File: src/inc/sbpu_pkg.sv
// Constants and command codes of the status and block protection unit
package sbpu_pkg;
	// Command codes as decoded by the serial front end
	typedef enum logic [3:0] {
		SBPU_READ_STATUS,
		SBPU_WRITE_STATUS,
		SBPU_WRITE_ENABLE,
		SBPU_WRITE_DISABLE,
		SBPU_PAGE_PROGRAM,
		SBPU_ERASE_4K,
		SBPU_ERASE_32K,
		SBPU_ERASE_64K,
		SBPU_BULK_ERASE
	} sbpu_op_t;

	// Status byte field positions
	localparam int SBPU_BIT_BUSY = 0;
	localparam int SBPU_BIT_WEL = 1;
	localparam int SBPU_BIT_LVL_LO = 2;
	localparam int SBPU_BIT_TB = 5;
	localparam int SBPU_BIT_LVL3 = 6;
	localparam int SBPU_BIT_SRWD = 7;

	// Reset values of the nonvolatile and volatile bits
	localparam logic SBPU_RST_SRWD = 1'b1;
	localparam logic SBPU_RST_TB = 1'b1;
	localparam logic [3:0] SBPU_RST_LVL = 4'h0;
	localparam logic SBPU_RST_WEL = 1'b0;

	// Address layout: top byte 07FF FFFFh
	localparam int SBPU_ADDR_W = 27;
	localparam int SBPU_SEC_LSB = 16;
	localparam int SBPU_SUB32_LSB = 15;
	localparam int SBPU_SUB4_LSB = 12;
	localparam int SBPU_LVL_HALF = 11;
endpackage

File: src/verilog/sbpu_status_protect.sv
// Status register and sector write protection of the serial flash
// Operation
// - Pages may be programmed singly; no page-sized erase command exists.
// - Addresses decode into 4KB, 32KB subsectors and 64KB sectors from zero.
// - Read-status returns the status byte; write-status updates it.
// - Bit 7 set with write-protect pin low makes nonvolatile bits read-only.
// - Hardware protection ends only when the write-protect pin goes high.
// - Bit 7 is status write disable, default 1.
// - Bit 5 selects top (0) or bottom (1) anchoring, default bottom.
// - Protect-level bits in 6 and 4:2 block program/erase of region.
// - Write-enable latch bit 1 clears at reset and gates every write.
// - Bit 0 reads 1 while a write, program or erase cycle runs.
// - Bulk erase runs only when all protect-level bits are zero.
// - Bit 0 always equals the inverse of the ready flag.
// - Level n protects 2^(n-1) sectors from top or bottom; 12+ all.
// - Protection holds against program and erase with the pin low.
// - A program or erase hitting a protected sector sets protection error.
`timescale 1ns/1ps
`default_nettype none
module sbpu_status_protect #(
	parameter int ADDR_W = sbpu_pkg::SBPU_ADDR_W
) (
	// Clock, reset and enable
	input wire logic clk,
	input wire logic reset,
	input wire logic clk_en,
	// Write-protect pin, low active
	input wire logic write_protect_n,
	// Decoded command from the serial front end
	input wire logic cmd_valid,
	input wire sbpu_pkg::sbpu_op_t cmd_op,
	input wire logic [ADDR_W-1:0] cmd_addr,
	input wire logic [7:0] cmd_data,
	// Array engine side
	input wire logic op_done,
	input wire logic clear_flags,
	output logic op_grant,
	output logic op_refuse,
	// Status outputs
	output logic [7:0] status_rd_data,
	output logic status_rd_valid,
	output logic busy,
	output logic ready_flag,
	output logic protect_error,
	// Address decode
	output logic [ADDR_W-17:0] sector_idx,
	output logic [ADDR_W-16:0] sub32_idx,
	output logic [ADDR_W-13:0] sub4_idx
);
	import sbpu_pkg::*;

	localparam int SEC_W = ADDR_W - SBPU_SEC_LSB;

	// Half-array level needs at least that many sector index bits
	if (SEC_W < SBPU_LVL_HALF) begin : g_bad_width
		$error("sbpu_status_protect: ADDR_W too small for protect levels");
	end

	// Index port widths assume a sector holds two 32KB and sixteen 4KB subsectors
	if (SBPU_SEC_LSB != SBPU_SUB32_LSB + 1 || SBPU_SEC_LSB != SBPU_SUB4_LSB + 4) begin : g_bad_layout
		$error("sbpu_status_protect: index ports do not fit the address layout");
	end

	typedef struct packed {
		logic srwd;
		logic tb;
		logic [3:0] lvl;
		logic wel;
		logic busy;
		logic perr;
		logic [7:0] rd_data;
		logic rd_valid;
		logic grant;
		logic refuse;
		logic [SEC_W-1:0] sector;
		logic [SEC_W:0] sub32;
		logic [SEC_W+3:0] sub4;
	} sbpu_state_t;

	sbpu_state_t state_r;
	sbpu_state_t state_nxt;
	logic hw_locked;
	logic [7:0] status_byte;
	logic [SEC_W-1:0] cmd_sector;
	logic target_prot;
	logic is_array_op;

	// Sector protection test; bounds kept one bit wider to hold the full count
	function automatic logic sector_prot(input logic [SEC_W-1:0] s, input logic tb,
			input logic [3:0] lvl);
		logic [SEC_W:0] cnt;
		logic [SEC_W:0] total;
		logic [SEC_W:0] sx;
		cnt = '0;
		total = '0;
		sx = {1'b0, s};
		total[SEC_W] = 1'b1;
		if (lvl == 4'h0) begin
			sector_prot = 1'b0;
		end else if (lvl > 4'(SBPU_LVL_HALF)) begin
			sector_prot = 1'b1;
		end else begin
			cnt = (SEC_W+1)'(1) << (lvl - 4'h1);
			sector_prot = tb ? (sx < cnt) : (sx >= total - cnt);
		end
	endfunction

	// Hardware lock is purely combinational so it lifts the moment the pin rises
	assign hw_locked = state_r.srwd & ~write_protect_n;
	assign status_byte = {state_r.srwd, state_r.lvl[3], state_r.tb, state_r.lvl[2:0],
		state_r.wel, state_r.busy};
	assign cmd_sector = cmd_addr[ADDR_W-1:SBPU_SEC_LSB];
	assign target_prot = sector_prot(cmd_sector, state_r.tb, state_r.lvl);
	// Page program is the only sub-sector write; there is no page erase
	assign is_array_op = (cmd_op == SBPU_PAGE_PROGRAM) || (cmd_op == SBPU_ERASE_4K) ||
		(cmd_op == SBPU_ERASE_32K) || (cmd_op == SBPU_ERASE_64K);

	// Next-state: clears first so a same-cycle set wins
	always_comb begin
		state_nxt = state_r;
		state_nxt.rd_valid = 1'b0;
		state_nxt.grant = 1'b0;
		state_nxt.refuse = 1'b0;
		if (op_done) begin
			state_nxt.busy = 1'b0;
		end
		if (clear_flags) begin
			state_nxt.perr = 1'b0;
		end
		if (cmd_valid) begin
			state_nxt.sector = cmd_addr[ADDR_W-1:SBPU_SEC_LSB];
			state_nxt.sub32 = cmd_addr[ADDR_W-1:SBPU_SUB32_LSB];
			state_nxt.sub4 = cmd_addr[ADDR_W-1:SBPU_SUB4_LSB];
			unique case (cmd_op)
				SBPU_READ_STATUS: begin
					state_nxt.rd_data = status_byte;
					state_nxt.rd_valid = 1'b1;
				end
				SBPU_WRITE_ENABLE: begin
					if (!state_r.busy) begin
						state_nxt.wel = 1'b1;
					end
				end
				SBPU_WRITE_DISABLE: begin
					if (!state_r.busy) begin
						state_nxt.wel = 1'b0;
					end
				end
				SBPU_WRITE_STATUS: begin
					if (!state_r.busy && state_r.wel && !hw_locked) begin
						state_nxt.srwd = cmd_data[SBPU_BIT_SRWD];
						state_nxt.tb = cmd_data[SBPU_BIT_TB];
						state_nxt.lvl = {cmd_data[SBPU_BIT_LVL3],
							cmd_data[SBPU_BIT_LVL_LO+2:SBPU_BIT_LVL_LO]};
						state_nxt.wel = 1'b0;
						state_nxt.busy = 1'b1;
						state_nxt.grant = 1'b1;
					end else begin
						state_nxt.refuse = 1'b1;
					end
				end
				SBPU_PAGE_PROGRAM, SBPU_ERASE_4K, SBPU_ERASE_32K, SBPU_ERASE_64K: begin
					if (!state_r.busy && state_r.wel && is_array_op) begin
						state_nxt.wel = 1'b0;
						if (target_prot) begin
							state_nxt.perr = 1'b1;
							state_nxt.refuse = 1'b1;
						end else begin
							state_nxt.busy = 1'b1;
							state_nxt.grant = 1'b1;
						end
					end else begin
						state_nxt.refuse = 1'b1;
					end
				end
				SBPU_BULK_ERASE: begin
					if (!state_r.busy && state_r.wel) begin
						state_nxt.wel = 1'b0;
						if (state_r.lvl != 4'h0) begin
							state_nxt.perr = 1'b1;
							state_nxt.refuse = 1'b1;
						end else begin
							state_nxt.busy = 1'b1;
							state_nxt.grant = 1'b1;
						end
					end else begin
						state_nxt.refuse = 1'b1;
					end
				end
				default: begin
					state_nxt.refuse = 1'b1;
				end
			endcase
		end
	end

	// State register; reset stands in for power-up defaults
	always_ff @(posedge clk) begin
		if (reset) begin
			state_r <= '0;
			state_r.srwd <= SBPU_RST_SRWD;
			state_r.tb <= SBPU_RST_TB;
			state_r.lvl <= SBPU_RST_LVL;
			state_r.wel <= SBPU_RST_WEL;
		end else if (clk_en) begin
			state_r <= state_nxt;
		end
	end

	// Outputs
	assign op_grant = state_r.grant;
	assign op_refuse = state_r.refuse;
	assign status_rd_data = state_r.rd_data;
	assign status_rd_valid = state_r.rd_valid;
	assign busy = state_r.busy;
	assign ready_flag = ~state_r.busy;
	assign protect_error = state_r.perr;
	assign sector_idx = state_r.sector;
	assign sub32_idx = state_r.sub32;
	assign sub4_idx = state_r.sub4;
endmodule // sbpu_status_protect
`default_nettype wire

File: config.mk
export PLATFORM = sky130hd
export DESIGN_NAME = sbpu_status_protect
export DESIGN_NICKNAME = d
export VERILOG_FILES = /design/src/inc/sbpu_pkg.sv /design/src/verilog/sbpu_status_protect.sv
export SDC_FILE = /design/constraint.sdc
export NUM_CORES = 1
export LEC_CHECK = 0
export BUFFER_PORTS_ARGS = -buffer_cell sky130_fd_sc_hd__clkbuf_2
export CAP_MARGIN = 30
export CELL_PAD_IN_SITES_DETAIL_PLACEMENT = 0
export CELL_PAD_IN_SITES_GLOBAL_PLACEMENT = 2
export CORE_ASPECT_RATIO = 2
export CORE_MARGIN = 2
export CORE_UTILIZATION = 27
export CTS_CLUSTER_DIAMETER = 150
export DETAILED_ROUTE_END_ITERATION = 8
export GPL_TIMING_DRIVEN = 0
export HOLD_SLACK_MARGIN = 0.12
export PLACE_DENSITY_LB_ADDON = 0.12
export SETUP_SLACK_MARGIN = 0.5
export SYNTH_ARGS = -nofsm -noshare
export SYNTH_HDL_FRONTEND = slang
export SYNTH_SLANG_ARGS = --single-unit
File: constraint.sdc
create_clock -name clk -period 3.8 [get_ports clk]
set_clock_uncertainty 0.2 [all_clocks]
set_input_delay 0.76 -clock clk [delete_from_list [all_inputs] [get_ports clk]]
set_output_delay 0.76 -clock clk [all_outputs]
set_load 0.02 [all_outputs]
==> metrics.cfg <==
[timing]
tightest_slew_ns=0.6526
maxSlewViolCount=0
finalSetupViolCount=0
finalWorstPathRequiredPeriod_ns=3.217
rsz0062_at_grt=yes
clock.fmax_mhz=310.8
final.setup.tns_ns=0
whs_ns=0.2550
min_period_over_period_pct=84.66
hold_violations=0
slew_headroom_pct=56.49

[critical_path]
cp_cell_sequence=buf_8 -> clkinvlp_4 -> nor2_4 -> nand2_2 -> ha_4 -> buf_6 -> or3_1 -> a21oi_1 -> a31o_2 -> ha_4 -> nand3_4 -> or4_4 -> a31oi_4 -> or3_4 -> a21oi_2
worstSetupPathType=register to register
crit_top_cell=ha_4
cp_slowest_cell=or4_4
critPathTopFamily=simple AND/OR/NAND/NOR gates
critPathRequiredTime_ns=3.76
crit_path_end_kind=register
crit_buf_inv=3
cp_max_fo=5
arrival_ns=3.18
slowest_delay_ns=0.56
cp-start-kind=register

[drt]
first_pass_iters=4
drt_iter0_drc=80
vias=2633
routedWlPerCell_um=14.11
routed_wl_mm=7.762
ant_nets=0
drc=0
via_per_inst=4.787

[pwr]
power_mw=0.9791
p_leak_nw=1.664
ir_worst_vdd_v=0.0002013
p_per_area_nw_per_um2=275.2

[layout]
final_common_cell=clkbuf_2
syn_to_final_growth_pct=35.45
seqCellArea_sq_um=705.7
multi_input_area_sq_um=1570
diodes=0
drive_above_1_share_pct=41.22
fillCellCount=1046
nets=511
final_cell_mix=82 x clkbuf_2, 58 x buf_4, 45 x nand2_1
finalInstanceArea_sq_um=3557

[cts]
root_buffer=clkbuf_16
cts_tree=done
insertion_delay_ns=0.29
cts_buffers=5
hold_buffers=0
cts.sinks=35
clk_path_buf_depth=2
clk_pin_slew_ns=0.06
htree_levels=2

[run]
maxCapViolations=0

[synthesis]
synth_warnings=0
synth_top_family_by_area=simple AND/OR/NAND/NOR gates
synthFlopType=dfxtp_1
synth_mux_area_share_pct=3.430
synth_fa_ha_area_share_pct=10.48
ys_ff_latch=35
ys_seq_area_share_pct=26.68
synth-compound-area-share_pct=18.15
synthCells=342
synth_xor_area_share_pct=1.000
yosys.area_share.simple_pct=22.77
syn_avg_cell_area_sq_um=7.679
synth.distinct_cells=51
synth_edf_count=0
synth_nets=410
postSynth.asyncResetShare_pct=0
synthesis.area_sq_um=2626

[global_route]
overflow=0
grt_usage_pct=14.75
grt_pass1_vias=2452
grt_pass1_wl_mm=11.98
grt_max_degree=14
grt_antenna_before_repair=0

[placed_design]
place_hpwl_mm=6.068
gp_congestion=0.7753
dpl_cell_area_sq_um=3166
numPortBuffers=81

[floorplan]
die_h_um=143.5
initial_utilization_pct=27.44
rows=51
die_w_um=73.74
ios=98
die_area_sq_um=10580
core_sq_um=9572

[run_status]
status=complete, no violations

[min_path]
hold_path.class=register to register

## synthesized netlist by cell type (2+ instances only)
master    count  area [sq um]
a211o_1       4         35.03
nand2b_1      4         25.02
xnor2_1       3         26.28
buf_1         3         11.26
buf_2         4         20.02
inv_1        11         41.29
buf_4        46         345.3
dfxtp_1      35         700.7
nor3_1        2         10.01
a211oi_1      2         15.01
nand3_1      11         55.05
o21bai_1      2         15.01
clkbuf_1     10         37.54
nand2_1      47         176.4
nor2_1       31         116.4
a21oi_1      33         165.2
mux2i_1       9         90.09
nand4_1       2         12.51
a221oi_1      2         17.52
nor2b_1       4         25.02
nor3b_1       2         15.01
or3_1         2         12.51
nand3b_1      2         15.01
nor4_1        4         25.02
ha_1         22         275.3
o21ai_0      14         70.07
a31oi_1       2         12.51
o31ai_1       2         15.01
and3_1        2         12.51
o211ai_1      4         30.03
## power breakdown
part / internal (mW) / switching (mW)
clock: 0.245 / 0.178
combinational: 0.0768 / 0.0971
sequential: 0.375 / 0.00718
total: 0.697 / 0.282
## area by class of cell
cell class / count / area share (%)
plain buffers: 63 / 12.66
clock buffers: 5 / 3.517
clock inverters: 3 / 0.6683
inverters: 12 / 1.372
multi-input cells: 232 / 44.14
flip-flops and latches: 35 / 19.84
well taps: 106 / 3.728
repair buffers: 94 / 14.07
## tightest hold or removal path, stage by stage (launching register included)
cell,delay (ns)
dfxtp_1,0.31
nand2_1,0.05
a21oi_1,0.05
## cells by family after synthesis
kind of cell | count (synthesis)
DFF | 35
adders and majority gates | 22
muxes | 9
buffers and inverters | 75
and+or+nand+nor | 123
AOI/OAI and AO/OA | 75
xor gates and xnor gates | 3
## final timing paths
check	slack, ns	start	cells past startpoint	to
worst max-delay path	0.58	state_r[52]	15	busy
worst min-delay path	0.25	sub4_idx[1]	2	sub4_idx[1]
worst max register to register	0.58	state_r[52]	15	busy
worst min register to register	0.25	sub4_idx[1]	2	sub4_idx[1]
## per-layer routing
metal | vias up | share of wire [%] | global-route usage [%]
li1 | 1351 | - | -
met1 | 1205 | 42 | 18.09
met2 | 70 | 51 | 25.28
met3 | 7 | 4.5 | 2.244
met4 | 0 | 1.9 | 5.550
met5 | - | 0 | 0
## flip-flops by register name, indices dropped and copies added (netlist names)
signal / cells
status_rd_data: 8
sector_idx: 11
busy: 1
protect_error: 1
status_rd_valid: 1
op_refuse: 1
sub32_idx: 1
state_r: 7
op_grant: 1
sub4_idx: 3
## per-stage QoR
| step | std cells | utilization, % | setup slack [ns] |
|---|---|---|---|
| global placement | 529 | 33.07 | -0.1017 |
| detailed placement | 529 | 33.07 | -0.09731 |
| floorplan | 342 | - | 0.5349 |
| finish | 550 | 37.16 | 0.5830 |
| CTS | 542 | 35.93 | 0.5105 |
| global route | 550 | 37.16 | 0.4625 |
## repair_timing
action | CTS | global route
resized for setup | 24 | 13
endpoints found under the setup margin | 4 | 4
hold endpoints to repair | 0 | 0
pin swaps | 4 | 9
buffers inserted | 5 | 7
cloned | 0 | 1
No activity file was read; power rests on OpenSTA's default activity.
